## src/hdl/motion_io_cfg.svh

```systemverilog
/*
 Holds register offsets, field positions, reset values and timing counts of the motion I/O map.
 Assumes it is included by bare name inside a package or at file scope; the guard skips repeats in one compile unit.
*/
`ifndef MOTION_IO_CFG_SVH
`define MOTION_IO_CFG_SVH
// ----------------------------------------
// Register byte offsets
// ----------------------------------------
`define REG_INPUTS        12'h000
`define REG_OUTPUTS       12'h004
`define REG_OUT_SET       12'h008
`define REG_OUT_CLR       12'h00c
`define REG_FUNC_SEL_A    12'h010
`define REG_FUNC_SEL_B    12'h014
`define REG_CAPTURE_CTRL  12'h018
`define REG_POS_AXIS0     12'h01c
`define REG_POS_AXIS1     12'h020
`define REG_CAPT0_AXIS0   12'h024
`define REG_CAPT0_AXIS1   12'h028
`define REG_CAPT1_AXIS1   12'h02c
`define REG_CAPT_DIFF     12'h030
`define REG_WIN_LOW       12'h034
`define REG_WIN_HIGH      12'h038
`define REG_WIN_CTRL      12'h03c
`define REG_MON_TORQUE    12'h040
`define REG_MON_SPEED     12'h044
`define REG_MON_TVALUE    12'h048
`define REG_MON_CH0       12'h04c
`define REG_IRQ_STATUS    12'h050
`define REG_IRQ_MASK      12'h054
`define REG_CYCLE_CFG     12'h058
// ----------------------------------------
// Input and output numbers
// ----------------------------------------
`define IN_FWD_PROHIBIT   5'd18
`define IN_REV_PROHIBIT   5'd19
`define IN_REG_PIN        5'd22
`define OUT_LOCAL_FIRST   5'd8
`define OUT_MODE_SELECT   5'd16
`define OUT_GAIN_REDUCE   5'd17
// ----------------------------------------
// Interrupt status bits
// ----------------------------------------
`define IRQ_CAPT_AXIS0    0
`define IRQ_CAPT0_AXIS1   1
`define IRQ_CAPT1_AXIS1   2
`define IRQ_FWD_LIMIT     3
`define IRQ_REV_LIMIT     4
`define IRQ_CYCLE         5
`define IRQ_WIDTH         6
// ----------------------------------------
// Reset values and timing
// ----------------------------------------
`define FUNC_SEL_RESET    32'hffff_ffff
`define CLK_PERIOD_NS     8
`define CYCLE_SHORT_US    500
`define CYCLE_LONG_US     1000
`define CYCLE_SHORT_CLKS  ((`CYCLE_SHORT_US * 1000) / `CLK_PERIOD_NS)
`define CYCLE_LONG_CLKS   ((`CYCLE_LONG_US * 1000) / `CLK_PERIOD_NS)
`endif

```

## src/hdl/motion_io_pkg.sv

```systemverilog
/*
 Holds the types shared by the motion I/O map.
 Assumes motion_io_cfg.svh is on the include path.
*/
package motion_io_pkg;
  `include "motion_io_cfg.svh"
  typedef struct packed {
    logic [6:0] din;
    logic       alarm;
    logic       warning;
    logic       speed_conformity;
    logic       rotation_detected;
    logic       ready;
    logic       current_limit_flag;
    logic       speed_limit_flag;
    logic       servo_on_complete;
  } driver_status_t;
  typedef struct packed {
    logic [15:0] torque_command_monitor;
    logic [15:0] motor_speed_monitor;
    logic [15:0] torque_value_monitor;
    logic [15:0] monitor_channel_0;
  } monitor_t;
  typedef enum logic [2:0] {
    CAPT_IDLE  = 3'b001,
    CAPT_ARMED = 3'b010,
    CAPT_DONE  = 3'b100
  } capt_state_t;
endpackage : motion_io_pkg

```

## src/hdl/capture_unit.sv

```systemverilog
/*
 Holds one armable position capture channel.
 Assumes trigger is a synchronised single-cycle pulse on pclk.
*/
`timescale 1ns/100ps
module capture_unit #(
  parameter int POS_W = 32
) (
  input  wire logic             pclk,
  input  wire logic             presetn,
  input  wire logic             ce,
  input  wire logic             arm,
  input  wire logic             trigger,
  input  wire logic [POS_W-1:0] position,
  output logic                  captured,
  output logic                  done,
  output logic      [POS_W-1:0] value
);
  typedef struct packed {
    motion_io_pkg::capt_state_t state;
    logic [POS_W-1:0]           value;
    logic                       pulse;
  } st_t;
  st_t s_q;
  st_t s_d;
  always_comb begin
    s_d       = s_q;
    s_d.pulse = 1'b0;
    unique case (s_q.state)
      motion_io_pkg::CAPT_IDLE,
      motion_io_pkg::CAPT_DONE: begin
        if (arm) begin
          s_d.state = motion_io_pkg::CAPT_ARMED;
        end
      end
      motion_io_pkg::CAPT_ARMED: begin
        if (trigger) begin
          s_d.value = position;
          s_d.pulse = 1'b1;
          s_d.state = motion_io_pkg::CAPT_DONE;
        end
      end
      default: s_d.state = motion_io_pkg::CAPT_IDLE;
    endcase
  end
  always_ff @(posedge pclk or negedge presetn) begin
    if (!presetn) begin
      s_q <= '{state: motion_io_pkg::CAPT_IDLE, value: '0, pulse: 1'b0};
    end else if (ce) begin
      s_q <= s_d;
    end
  end
  assign captured = s_q.pulse;
  assign done     = (s_q.state == motion_io_pkg::CAPT_DONE);
  assign value    = s_q.value;
endmodule : capture_unit

```

## src/hdl/motion_io_map.sv

```systemverilog
/*
 Holds the motion I/O map: input numbers, outputs, capture, limits, monitors and the APB register file.
 Assumes an APB master on pclk; the driver status pins and the encoder index are asynchronous and synchronised here.
*/
// The APB slave port and the register addresses were left to the implementer.
// Operation
// (RULE1) Inputs 0-7 local, all inputs read through one input register.
// (RULE2) Each motion function picks any input number via a select field; only the limit selects are decoded, and act only at 18 and 19.
// (RULE3) Driver inputs mirrored at 16-22; 18, 19 prohibits, 22 registration.
// (RULE4) Driver status at 24-31: alarm, warning, conformity, rotation, ready, limits, servo on.
// (RULE5) Armed capture latches axis position at once on index or input.
// (RULE6) Axis 0 capture happens in the driver, on index or its pin.
// (RULE7) Driver latch allocation code 6 rising edge, F falling edge.
// (RULE8) Axis 1 capture source: local input 0, input 1, or index.
// (RULE9) Axis 1 has two capture registers and their difference.
// (RULE10) Limit selects 18 and 19 make prohibits the limits; act on them.
// (RULE11) Outputs 8-13 user driven, switched by a position window.
// (RULE12) Output 16 mode select: low speed, high torque.
// (RULE13) Output 17 gain reduce: low PI, high P only.
// (RULE14) Monitor channels hold torque command, speed, torque value.
// (RULE15) Driver data exchanged once per cycle, 500 or 1000 us, after reset.
// (RULE16) Reads give newest sample; writes to input-only numbers are ignored.
`timescale 1ns/100ps
module motion_io_map #(
  parameter int POS_W       = 32,
  parameter int CYCLE_SHORT = `CYCLE_SHORT_CLKS,
  parameter int CYCLE_LONG  = `CYCLE_LONG_CLKS
) (
  input  wire logic                         pclk,
  input  wire logic                         presetn,
  input  wire logic                         ce,
  input  wire logic                         psel,
  input  wire logic                         penable,
  input  wire logic                         pwrite,
  input  wire logic [11:0]                  paddr,
  input  wire logic [31:0]                  pwdata,
  output logic      [31:0]                  prdata,
  output logic                              pready,
  output logic                              pslverr,
  input  wire logic [7:0]                   local_in,
  input  wire logic                         encoder_index,
  input  wire motion_io_pkg::driver_status_t driver_in,
  input  wire motion_io_pkg::monitor_t       monitor_in,
  input  wire logic                         driver_latch,
  input  wire logic [POS_W-1:0]             driver_latch_pos,
  input  wire logic [POS_W-1:0]             axis0_pos,
  input  wire logic [POS_W-1:0]             axis1_pos,
  output logic      [5:0]                   local_out,
  output logic                              control_mode_select,
  output logic                              gain_reduce,
  output logic                              driver_capture_arm,
  output logic                              driver_capture_use_pin,
  output logic                              forward_limit_hit,
  output logic                              reverse_limit_hit,
  output logic                              cycle_tick,
  output logic                              irq
);
  // ----------------------------------------
  // State
  // ----------------------------------------
  typedef struct packed {
    logic [31:0]                  sync1;
    logic [31:0]                  sync2;
    logic [31:0]                  inputs;
    motion_io_pkg::monitor_t      mon;
    logic [7:0]                   outs;
    logic [31:0]                  sel_a;
    logic [31:0]                  sel_b;
    logic [7:0]                   capt_ctrl;
    logic [POS_W-1:0]             capt_axis0;
    logic [POS_W-1:0]             win_low;
    logic [POS_W-1:0]             win_high;
    logic [11:0]                  win_ctrl;
    logic [`IRQ_WIDTH-1:0]        irq_status;
    logic [`IRQ_WIDTH-1:0]        irq_mask;
    logic                         long_active;
    logic                         strap_done;
    logic [17:0]                  cycle_cnt;
    logic                         tick;
    logic                         arm0;
    logic                         arm1;
    logic                         arm2;
    logic                         fwd_hit;
    logic                         rev_hit;
    logic                         irq;
    logic [31:0]                  prdata;
    logic                         pready;
    logic                         pslverr;
  } st_t;
  st_t s_q;
  st_t s_d;
  logic             c0_pulse;
  logic             c1_pulse;
  logic [POS_W-1:0] c0_val;
  logic [POS_W-1:0] c1_val;
  logic             trig0;
  logic             trig1;
  logic [31:0]      raw_in;
  logic             access;
  logic [4:0]       fwd_sel;
  logic [4:0]       rev_sel;
  logic             in_window;
  logic [17:0]      cycle_len;
  logic             long_keep_q = 1'b0;
  // ----------------------------------------
  // Input number space
  // ----------------------------------------
  assign raw_in = {driver_in.servo_on_complete, driver_in.speed_limit_flag, driver_in.current_limit_flag,
                   driver_in.ready, driver_in.rotation_detected, driver_in.speed_conformity,
                   driver_in.warning, driver_in.alarm, 1'b0, driver_in.din,
                   7'h00, encoder_index, local_in}; // see (RULE1) (RULE3) (RULE4)
  assign fwd_sel   = s_q.sel_a[12:8];  // see (RULE2)
  assign rev_sel   = s_q.sel_a[28:24]; // see (RULE2)
  assign in_window = ($signed(axis1_pos) >= $signed(s_q.win_low)) && ($signed(axis1_pos) <= $signed(s_q.win_high));
  assign cycle_len = s_q.long_active ? 18'(CYCLE_LONG - 1) : 18'(CYCLE_SHORT - 1);
  // Source select 0: input 0, 1: input 1, else index; see (RULE8)
  assign trig0 = (s_q.capt_ctrl[2:1] == 2'h0) ? s_q.sync2[0] & ~s_q.inputs[0] :
                 (s_q.capt_ctrl[2:1] == 2'h1) ? s_q.sync2[1] & ~s_q.inputs[1] :
                                                 s_q.sync2[8] & ~s_q.inputs[8];
  assign trig1 = (s_q.capt_ctrl[4:3] == 2'h0) ? s_q.sync2[0] & ~s_q.inputs[0] :
                 (s_q.capt_ctrl[4:3] == 2'h1) ? s_q.sync2[1] & ~s_q.inputs[1] :
                                                 s_q.sync2[8] & ~s_q.inputs[8];
  assign access = psel & penable & ~s_q.pready;
  // Kept through presetn, so a new cycle length waits for the next reset
  always_ff @(posedge pclk) begin
    if (ce && access && pwrite && (paddr == `REG_CYCLE_CFG)) begin
      long_keep_q <= pwdata[0]; // see (RULE15)
    end
  end
  // ----------------------------------------
  // Axis 1 capture pair
  // ----------------------------------------
  capture_unit #(.POS_W(POS_W)) u_capt0 (
    .pclk     (pclk),
    .presetn  (presetn),
    .ce       (ce),
    .arm      (s_q.arm1),
    .trigger  (trig0),
    .position (axis1_pos),
    .captured (c0_pulse),
    .done     (),
    .value    (c0_val)
  ); // see (RULE5) (RULE9)
  capture_unit #(.POS_W(POS_W)) u_capt1 (
    .pclk     (pclk),
    .presetn  (presetn),
    .ce       (ce),
    .arm      (s_q.arm2),
    .trigger  (trig1),
    .position (axis1_pos),
    .captured (c1_pulse),
    .done     (),
    .value    (c1_val)
  ); // see (RULE9)
  // ----------------------------------------
  // Next state
  // ----------------------------------------
  always_comb begin
    s_d         = s_q;
    s_d.sync1   = raw_in;
    s_d.sync2   = s_q.sync1;
    s_d.inputs  = s_q.sync2; // see (RULE16)
    s_d.tick    = 1'b0;
    s_d.arm0    = 1'b0;
    s_d.arm1    = 1'b0;
    s_d.arm2    = 1'b0;
    s_d.pready  = 1'b0;
    s_d.pslverr = 1'b0;
    // Cycle length is caught once after reset; later writes wait for the next reset
    if (!s_q.strap_done) begin
      s_d.strap_done  = 1'b1;
      s_d.long_active = long_keep_q; // see (RULE15)
    end
    if (s_q.cycle_cnt == cycle_len) begin
      s_d.cycle_cnt = '0;
      s_d.tick      = 1'b1;
      s_d.mon       = monitor_in; // see (RULE14) (RULE15)
    end else begin
      s_d.cycle_cnt = s_q.cycle_cnt + 18'h00001;
    end
    // Window switching of the selected local outputs; see (RULE11)
    for (int i = 0; i < 6; i++) begin
      if (s_q.win_ctrl[i]) begin
        s_d.outs[2+i] = in_window ? s_q.win_ctrl[6+i] : ~s_q.win_ctrl[6+i];
      end
    end
    // Prohibit inputs act as limits only when both selects point at them; see (RULE10)
    s_d.fwd_hit = (fwd_sel == `IN_FWD_PROHIBIT) && (rev_sel == `IN_REV_PROHIBIT) && s_q.inputs[`IN_FWD_PROHIBIT];
    s_d.rev_hit = (fwd_sel == `IN_FWD_PROHIBIT) && (rev_sel == `IN_REV_PROHIBIT) && s_q.inputs[`IN_REV_PROHIBIT];
    if (s_d.fwd_hit || s_d.rev_hit) begin
      s_d.outs[0] = 1'b0; // Drop the mode select to speed control as a safe state
    end
    if (driver_latch && s_q.capt_ctrl[7]) begin
      s_d.capt_axis0    = driver_latch_pos; // see (RULE6)
      s_d.capt_ctrl[7]  = 1'b0;
    end
    // Bus access: one wait state, answer two cycles after setup
    if (access) begin
      s_d.pready = 1'b1;
      s_d.prdata = 32'h0000_0000;
      if (pwrite) begin
        unique case (paddr)
          `REG_OUTPUTS:      s_d.outs = pwdata[7:0];
          `REG_OUT_SET:      s_d.outs = s_q.outs | pwdata[7:0];
          `REG_OUT_CLR:      s_d.outs = s_q.outs & ~pwdata[7:0];
          `REG_FUNC_SEL_A:   s_d.sel_a = pwdata;
          `REG_FUNC_SEL_B:   s_d.sel_b = pwdata;
          `REG_CAPTURE_CTRL: begin
            s_d.capt_ctrl[6:0] = pwdata[6:0];
            s_d.arm0           = pwdata[8];
            s_d.arm1           = pwdata[9];
            s_d.arm2           = pwdata[10]; // see (RULE5)
            if (pwdata[8]) begin
              s_d.capt_ctrl[7] = 1'b1;
            end
          end
          `REG_WIN_LOW:      s_d.win_low = pwdata[POS_W-1:0];
          `REG_WIN_HIGH:     s_d.win_high = pwdata[POS_W-1:0];
          `REG_WIN_CTRL:     s_d.win_ctrl = pwdata[11:0];
          `REG_IRQ_STATUS:   s_d.irq_status = s_q.irq_status & ~pwdata[`IRQ_WIDTH-1:0];
          `REG_IRQ_MASK:     s_d.irq_mask = pwdata[`IRQ_WIDTH-1:0];
          `REG_CYCLE_CFG:    ;
          `REG_INPUTS:       ; // see (RULE16)
          default:           s_d.pslverr = 1'b1;
        endcase
      end else begin
        unique case (paddr)
          `REG_INPUTS:       s_d.prdata = s_q.inputs; // see (RULE1) (RULE16)
          `REG_OUTPUTS,
          `REG_OUT_SET,
          `REG_OUT_CLR:      s_d.prdata = {24'h000000, s_q.outs};
          `REG_FUNC_SEL_A:   s_d.prdata = s_q.sel_a;
          `REG_FUNC_SEL_B:   s_d.prdata = s_q.sel_b;
          `REG_CAPTURE_CTRL: s_d.prdata = {24'h000000, s_q.capt_ctrl};
          `REG_POS_AXIS0:    s_d.prdata = 32'(axis0_pos);
          `REG_POS_AXIS1:    s_d.prdata = 32'(axis1_pos);
          `REG_CAPT0_AXIS0:  s_d.prdata = 32'(s_q.capt_axis0);
          `REG_CAPT0_AXIS1:  s_d.prdata = 32'(c0_val);
          `REG_CAPT1_AXIS1:  s_d.prdata = 32'(c1_val);
          `REG_CAPT_DIFF:    s_d.prdata = 32'(c1_val - c0_val); // see (RULE9)
          `REG_WIN_LOW:      s_d.prdata = 32'(s_q.win_low);
          `REG_WIN_HIGH:     s_d.prdata = 32'(s_q.win_high);
          `REG_WIN_CTRL:     s_d.prdata = {20'h00000, s_q.win_ctrl};
          `REG_MON_TORQUE:   s_d.prdata = {16'h0000, s_q.mon.torque_command_monitor};
          `REG_MON_SPEED:    s_d.prdata = {16'h0000, s_q.mon.motor_speed_monitor};
          `REG_MON_TVALUE:   s_d.prdata = {16'h0000, s_q.mon.torque_value_monitor};
          `REG_MON_CH0:      s_d.prdata = {16'h0000, s_q.mon.monitor_channel_0};
          `REG_IRQ_STATUS:   s_d.prdata = {26'h0000000, s_q.irq_status};
          `REG_IRQ_MASK:     s_d.prdata = {26'h0000000, s_q.irq_mask};
          `REG_CYCLE_CFG:    s_d.prdata = {30'h00000000, s_q.long_active, long_keep_q};
          default:           s_d.pslverr = 1'b1;
        endcase
      end
    end
    // Events set after the clear so that a set in the clearing cycle wins
    if (driver_latch && s_q.capt_ctrl[7]) s_d.irq_status[`IRQ_CAPT_AXIS0] = 1'b1;
    if (c0_pulse)                           s_d.irq_status[`IRQ_CAPT0_AXIS1] = 1'b1;
    if (c1_pulse)                           s_d.irq_status[`IRQ_CAPT1_AXIS1] = 1'b1;
    if (s_d.fwd_hit && !s_q.fwd_hit)        s_d.irq_status[`IRQ_FWD_LIMIT] = 1'b1;
    if (s_d.rev_hit && !s_q.rev_hit)        s_d.irq_status[`IRQ_REV_LIMIT] = 1'b1;
    if (s_d.tick)                           s_d.irq_status[`IRQ_CYCLE] = 1'b1;
    s_d.irq = |(s_d.irq_status & s_d.irq_mask);
  end
  // ----------------------------------------
  // Registers
  // ----------------------------------------
  always_ff @(posedge pclk or negedge presetn) begin
    if (!presetn) begin
      s_q       <= '0;
      s_q.sel_a <= `FUNC_SEL_RESET;
      s_q.sel_b <= `FUNC_SEL_RESET;
    end else if (ce) begin
      s_q <= s_d;
    end
  end
  assign prdata                 = s_q.prdata;
  assign pready                 = s_q.pready;
  assign pslverr                = s_q.pslverr;
  assign local_out              = s_q.outs[7:2];        // see (RULE11)
  assign control_mode_select    = s_q.outs[0];          // see (RULE12)
  assign gain_reduce            = s_q.outs[1];          // see (RULE13)
  assign driver_capture_arm     = s_q.arm0;             // see (RULE6)
  assign driver_capture_use_pin = s_q.capt_ctrl[0];     // see (RULE6) (RULE7)
  assign forward_limit_hit      = s_q.fwd_hit;
  assign reverse_limit_hit      = s_q.rev_hit;
  assign cycle_tick             = s_q.tick;
  assign irq                    = s_q.irq;
endmodule : motion_io_map

```

## config.mk

```make
export PLATFORM = sky130hd
export DESIGN_NAME = motion_io_map
export DESIGN_NICKNAME = d
export VERILOG_FILES = /design/src/hdl/motion_io_pkg.sv /design/src/hdl/capture_unit.sv /design/src/hdl/motion_io_map.sv
export VERILOG_INCLUDE_DIRS = /design/src /design/src/hdl
export SDC_FILE = /design/constraint.sdc
export NUM_CORES = 1
export LEC_CHECK = 0
export BUFFER_PORTS_ARGS = -buffer_cell sky130_fd_sc_hd__buf_2
export CORE_ASPECT_RATIO = 1.1
export CORE_MARGIN = 2
export CORE_UTILIZATION = 41
export DETAILED_ROUTE_END_ITERATION = 16
export GPL_TIMING_DRIVEN = 0
export SYNTH_ARGS = -nofsm -noshare
export SYNTH_HDL_FRONTEND = slang
export SYNTH_SLANG_ARGS = --single-unit
```

## constraint.sdc

```tcl
create_clock -name pclk -period 2.49 [get_ports pclk]
set_input_delay 0.747 -clock pclk [delete_from_list [all_inputs] [get_ports pclk]]
set_output_delay 0.747 -clock pclk [all_outputs]
set_load 0.005 [all_outputs]
```

# Yosys cells after proc, flatten, opt, wreduce, memory -nomap -nowiden
# Index checks and enable logic that the tools add are counted.
[op_classes] n_addsub=2 magnitude_cmp=2 eq_ne=37 mux=55 bitwise=22 reduce_logical=38
[ops] op="case mux 32 bit (21 select lines)" n=1
[ops] op="two-way mux 80 bit" n=2
[ops] op="equality test 12 x 6 -> 1 bit, second input constant" n=8
[ops] op="two-way mux 32 bit" n=3
[ops] op="equality test 12 x 7 -> 1 bit, second input constant" n=7
[ops] op="two-way mux 36 bit" n=2
[ops] op="equality test 12 x 5 -> 1 bit, second input constant" n=4
[ops] op=">= comparator 32 bit" n=1
[ops] op="less-or-equal comparator 32 bit" n=1
[ops] op="subtractor 32 bit" n=1
[ops] op="two-way mux 1 bit" n=31
[ops] op="AND reduction 4 bit" n=7
[ops] op="equality test 12 x 4 -> 1 bit, second input constant" n=2
[ops] op="two-way mux 12 bit" n=2
[ops] op="case mux 8 bit (3 select lines)" n=1
[ops] op="OR reduction 23 bit" n=1
[ops] op="adder 18 x 1 -> 18 bit, second input constant" n=1
[ops] op="equality test 18 x 17 -> 1 bit" n=1
[ops] op="two-way mux 18 bit" n=1
[ops] op="two-way mux 17 bit" n=1
[ops] op="two-way mux 3 bit" n=5
[ops] op="OR reduction 13 bit" n=1
[ops] op="bitwise AND 6 bit" n=2
[ops] op="equality test 12 x 3 -> 1 bit, second input constant" n=1
[ops] op="27 further kinds" n=69
[word_totals] register_bits=470 in_bits=235 output_inout_bits=48 wordCells=195

# Depth between registers and ports, before layout
[logic_depth] word_depth=8 depth_mapped=12 depth_no_buf=12

# Hierarchy
# Synthesis repeated with hierarchy kept, for this count alone.
[unflattened] hier_cells=2437 hier_area_um2=25476.9
[modules_own_cells] mod="motion_io_map" n_inst=1 cells_each=2191 area_per_inst_um2=21835.9 seq_area_each_um2=10044.6
[modules_own_cells] mod="capture_unit" n_inst=2 cells_each=123 area_per_inst_um2=1820.5 seq_area_each_um2=902.1

# Least setup slack after synthesis
# Ideal clock, no wire load.
[synth_timing] path_kind="in2reg" from="input axis1_pos[1]" to="register s_q (netlist bit local_out[1])" setup_ns=0.137 arrival_ns=2.744 required_time_ns=2.353 slack_ns=-0.391 stages=11 path_buffers=1 cell_sequence="ha_1 -> nor2b_1 -> o21a_1 -> o21a_1 -> o211ai_1 -> nand4_1 -> a211o_1 -> mux2i_1 -> clkbuf_1 -> a2111oi_0 -> nor3b_1"
[synth_via] elab_chain_len=7 elab_cells_between_ends=8 cone_classes="order compare: 2; mux: 5; reduce/logical: 1"
[synth_rtl] item="start, declared" line_no="motion_io_map.sv:47" text="input wire logic [POS_W-1:0] axis1_pos,"
[synth_rtl] item=">= comparator 32 bit or less-or-equal comparator 32 bit (tied branches)" line_no="motion_io_map.sv:114" text="assign in_window = ($signed(axis1_pos) >= $signed(s_q.win_low)) && ($signed(axis1_pos) <= $signed(s_q.win_high ..."
[synth_rtl] item="logical AND 1 bit (*)" line_no="motion_io_map.sv:114"
[synth_rtl] item="two-way mux 1 bit (*)" line_no="motion_io_map.sv:184" text="s_d.outs[2+i] = in_window ? s_q.win_ctrl[6+i] : ~s_q.win_ctrl[6+i];"
[synth_rtl] item="two-way mux 1 bit (*)" line_no="motion_io_map.sv:183" text="if (s_q.win_ctrl[i]) begin"
[synth_rtl] item="case mux 8 bit (3 select lines)" line_no="motion_io_map.sv:202" text="unique case (paddr)"
[synth_rtl] item="two-way mux 80 bit" line_no="motion_io_map.sv:201" text="if (pwrite) begin"
[synth_rtl] item="two-way mux 80 bit (*)" line_no="motion_io_map.sv:198" text="if (access) begin"
[synth_rtl] item="end, declared" line_no="motion_io_map.sv:90" text="st_t s_q;"
# Every way passes the cells marked *; elsewhere a longest branch is shown, timed or not.
# A chain may end at the register's enable or synchronous reset.

# Final worst setup path
[layout_timing] from="register u_capt1.s_q (netlist bit u_capt1.value[3])" to="register s_q (netlist bit prdata[29])"
[layout_via] elab_chain_len=3
[layout_rtl] item="start, declared" line_no="capture_unit.sv:24" text="st_t s_q;"
[layout_rtl] item="start signal, assigned" line_no="capture_unit.sv:48" text="s_q <= '{state: motion_io_pkg::CAPT_IDLE, value: '0, pulse: 1'b0};"
[layout_rtl] item="subtractor 32 bit" line_no="motion_io_map.sv:240" text="`REG_CAPT_DIFF: s_d.prdata = 32'(c1_val - c0_val);"
[layout_rtl] item="case mux 32 bit (21 select lines)" line_no="motion_io_map.sv:227" text="unique case (paddr)"
[layout_rtl] item="two-way mux 32 bit" line_no="motion_io_map.sv:201"
# Every way passes these cells.

==> run_results.csv <==
group,metric,value,unit
layout,regArea,11900,sq um
place,place_ws,-1.94,ns
outcome,failed_checks,"negative setup slack",
timing,fmax,357,MHz
clocking,clockRootBuffer,"clkbuf_16",
synthesis,syn_nets,2679,
drt,drt_iter0_markers,2366,
drt,wl_per_cell,29.3,microns
run,maxCapViolCount,0,
critical_path,endpoint_kind,"flip-flop",
die,die_h,260,microns
critical_path,r2r_slack,-0.31,ns
layout,drive_gt1_frac,0.388,
clocking,cts_buffers,52,
layout,final_util,0.534,
timing,setup_violations,24,
critical_path,path_class,"reg -> reg",
layout,multi_input_area,12700,sq um
clocking,clkSinkCount,470,
grt,track_usage,0.337,
die,die_w,237,microns
place,routabilityCongestion,0.959,
outcome,outcome,"finished, violations left",
timing,holdWs,0.0775,ns
synthesis,yosys_warnings,0,
drt,vias_per_cell,6.11,
synthesis,netlist_area,24400,sq um
layout,fillers,5211,
timing,skew,0.0318,ns
grt,grt_max_degree,120,
drt,drtPass1Iterations,8,
synthesis,yosysSeqAreaShare,0.486,
critical_path,crit_arrival,3.28,ns
layout,syn_to_final_growth,28.5,%
timing,worst_pin_slew,0.813,ns
drt,drc_errors,0,
die,initial_core_util,0.415,
power_and_ir_drop,ir_drop,476,uV
grt,grt-ovfl-total,0,
die,dieArea,61500,sq um
timing,post-route-period-util,1.12,
timing,layout_setup_ws,-0.309,ns
power_and_ir_drop,p_per_area,770,nW/um^2
synthesis,synthFlopType,"dfrtp_1",
critical_path,crit_fanout,4,
drt,ant_nets,0,
timing,finalHoldViolations,0,
synthesis,syn-instance-count,2347,
die,ios,283,
clocking,cts_buffer_depth,3,
layout,layout.nets,3114,
drt,drt_wl_total,105,mm
synthesis,synth.distinct_cells,71,
grt,grt_antenna_before_repair,5,
timing,min_period,2.80,ns
power_and_ir_drop,p_leak,14.7,nW
layout,layout_commonest_cell,"dfrtp_1",
synthesis,avgSynthCellArea,10.4,sq um
die,fp.coreArea,58800,sq um
place,place_hpwl,77.0,mm
clocking,clk_pin_slew,0.06,ns
clocking,cts_tree,"done",
clocking,htreeDepth,2,
synthesis,synth_edf_count,1,
worst_hold_path,hp-class,"in -> async",
critical_path,startpoint_type,"flip-flop",
synthesis,async_flop_share,0.998,
die,rows,93,
layout,layout_common_cells,"dfrtp_1, nand2_1, buf_2, mux2_2, buf_4",
drt,vias,21916,
place,io_buffer_count,277,
timing,rsz0062_at_grt,"yes",
critical_path,cp.required,2.97,ns
grt,grt_pass1_vias,21902,
grt,grt_pass1_wl,150,mm
synthesis,ys_seq_elements,470,
timing,final_max_slew_viol_count,0,
timing,maxSlewHeadroom,0.458,
clocking,clk_latency,0.63,ns
[metal layers]
layer,up-vias,wire length (microns),global-route usage
li1,9384,-,-
met1,11145,41700,0.437
met2,1100,48200,0.536
met3,281,8540,0.0567
met4,6,6620,0.195
met5,-,43,0
[registers in the layout (all words and copies together) (netlist names), 3 cells and up]
signal         cells
fwd_sel            5
local_out          6
prdata            32
rev_sel            5
s_d               48
s_q              291
u_capt0.s_q        3
u_capt0.value     32
u_capt1.s_q        3
u_capt1.value     32
[synthesized netlist by cell type (9+ instances only)]
master / instances / area (sq um)
a211oi_1: 10 / 75.1
a21o_1: 21 / 158
a21oi_1: 80 / 400
a221oi_1: 39 / 342
a222oi_1: 42 / 420
a22o_1: 31 / 272
a22oi_1: 74 / 556
a31oi_1: 19 / 119
and2_1: 9 / 56.3
and3_1: 16 / 100
buf_2: 35 / 175
buf_4: 38 / 285
clkbuf_1: 77 / 289
dfrtp_1: 403 / 10100
dfstp_2: 66 / 1730
ha_1: 96 / 1200
inv_1: 119 / 447
mux2_2: 255 / 2870
mux2i_1: 16 / 160
nand2_1: 366 / 1370
nand2b_1: 14 / 87.6
nand3_1: 44 / 220
nand4_1: 43 / 269
nor2_1: 77 / 289
nor2b_1: 12 / 75.1
nor3_1: 24 / 120
nor3b_1: 10 / 75.1
o21ai_0: 151 / 756
o31ai_1: 11 / 82.6
xnor2_1: 19 / 166
xor2_1: 21 / 184
[where the power goes]
group	internal, W	leakage (nW)	switching [W]
sequential	0.00825	5.73	0.000613
combinational	0.00330	8.05	0.00377
clock	0.00484	0.899	0.00336
total	0.0164	14.7	0.00774
[stage by stage]
stage	cells	power (W)	TNS, ns	cell area, sq um
floorplan	2347	0.0121	-11.59	24900
global placement	3384	0.0138	-4323.86	27300
detailed placement	3389	0.0139	-391.84	27400
CTS	3549	0.0234	-4.97	30600
global route	3587	0.0251	-5.55	31400
finish	3587	0.0241	-3.61	31400
[area by class of cell]
cell class / count / area share
clock buffer: 83 / 0.0526
antenna: 2 / 0.000160
buffer: 151 / 0.0360
timing repair buffer: 386 / 0.0797
sequential: 470 / 0.378
tap: 760 / 0.0303
clock inverter: 14 / 0.00519
inverter: 119 / 0.0144
multi-input combinational: 1602 / 0.404
[final timing paths]
| check | depth (start not counted) | end | startpoint |
|---|---|---|---|
| min | 1 | s_q[55] | presetn |
| max reg2reg | 10 | prdata[29] | u_capt1.value[3] |
| min reg2reg | 1 | s_q[59] | s_q[59] |
| max | 10 | prdata[29] | u_capt1.value[3] |
| max in group asynchronous | 4 | s_q[170] | presetn |
| min in group pclk | 3 | s_q[270] | monitor_in[9] |
[critical path, stage by stage (launching register included)]
cell and delay, ns:
dfrtp_1 0.41, ha_4 0.30, o21a_1 0.18, o31ai_4 0.12, a21oi_4 0.21, a41o_1 0.28, o31a_1 0.41, nand3_2 0.17
a211o_1 0.34, xor2_2 0.16, o21ai_1 0.08
[what timing repair did]
item                                    4_1_cts  5_1_grt
hold buffers                                  0        0
resized for setup                           206      128
pin swaps                                    54       49
endpoints found under the setup margin      359      218
buffers inserted                             63       41
gates cloned                                  2        2
[cells by family after synthesis]
logic type / after synthesis / synth area share
simple gates: 650 / 0.122
compound gates: 541 / 0.152
flops: 470 / 0.486
buf+inv: 275 / 0.0499
mux: 274 / 0.126
fa+ha+maj: 97 / 0.0500
xor+xnor: 40 / 0.0144
Note: power is estimated with default switching activity, not from simulation.
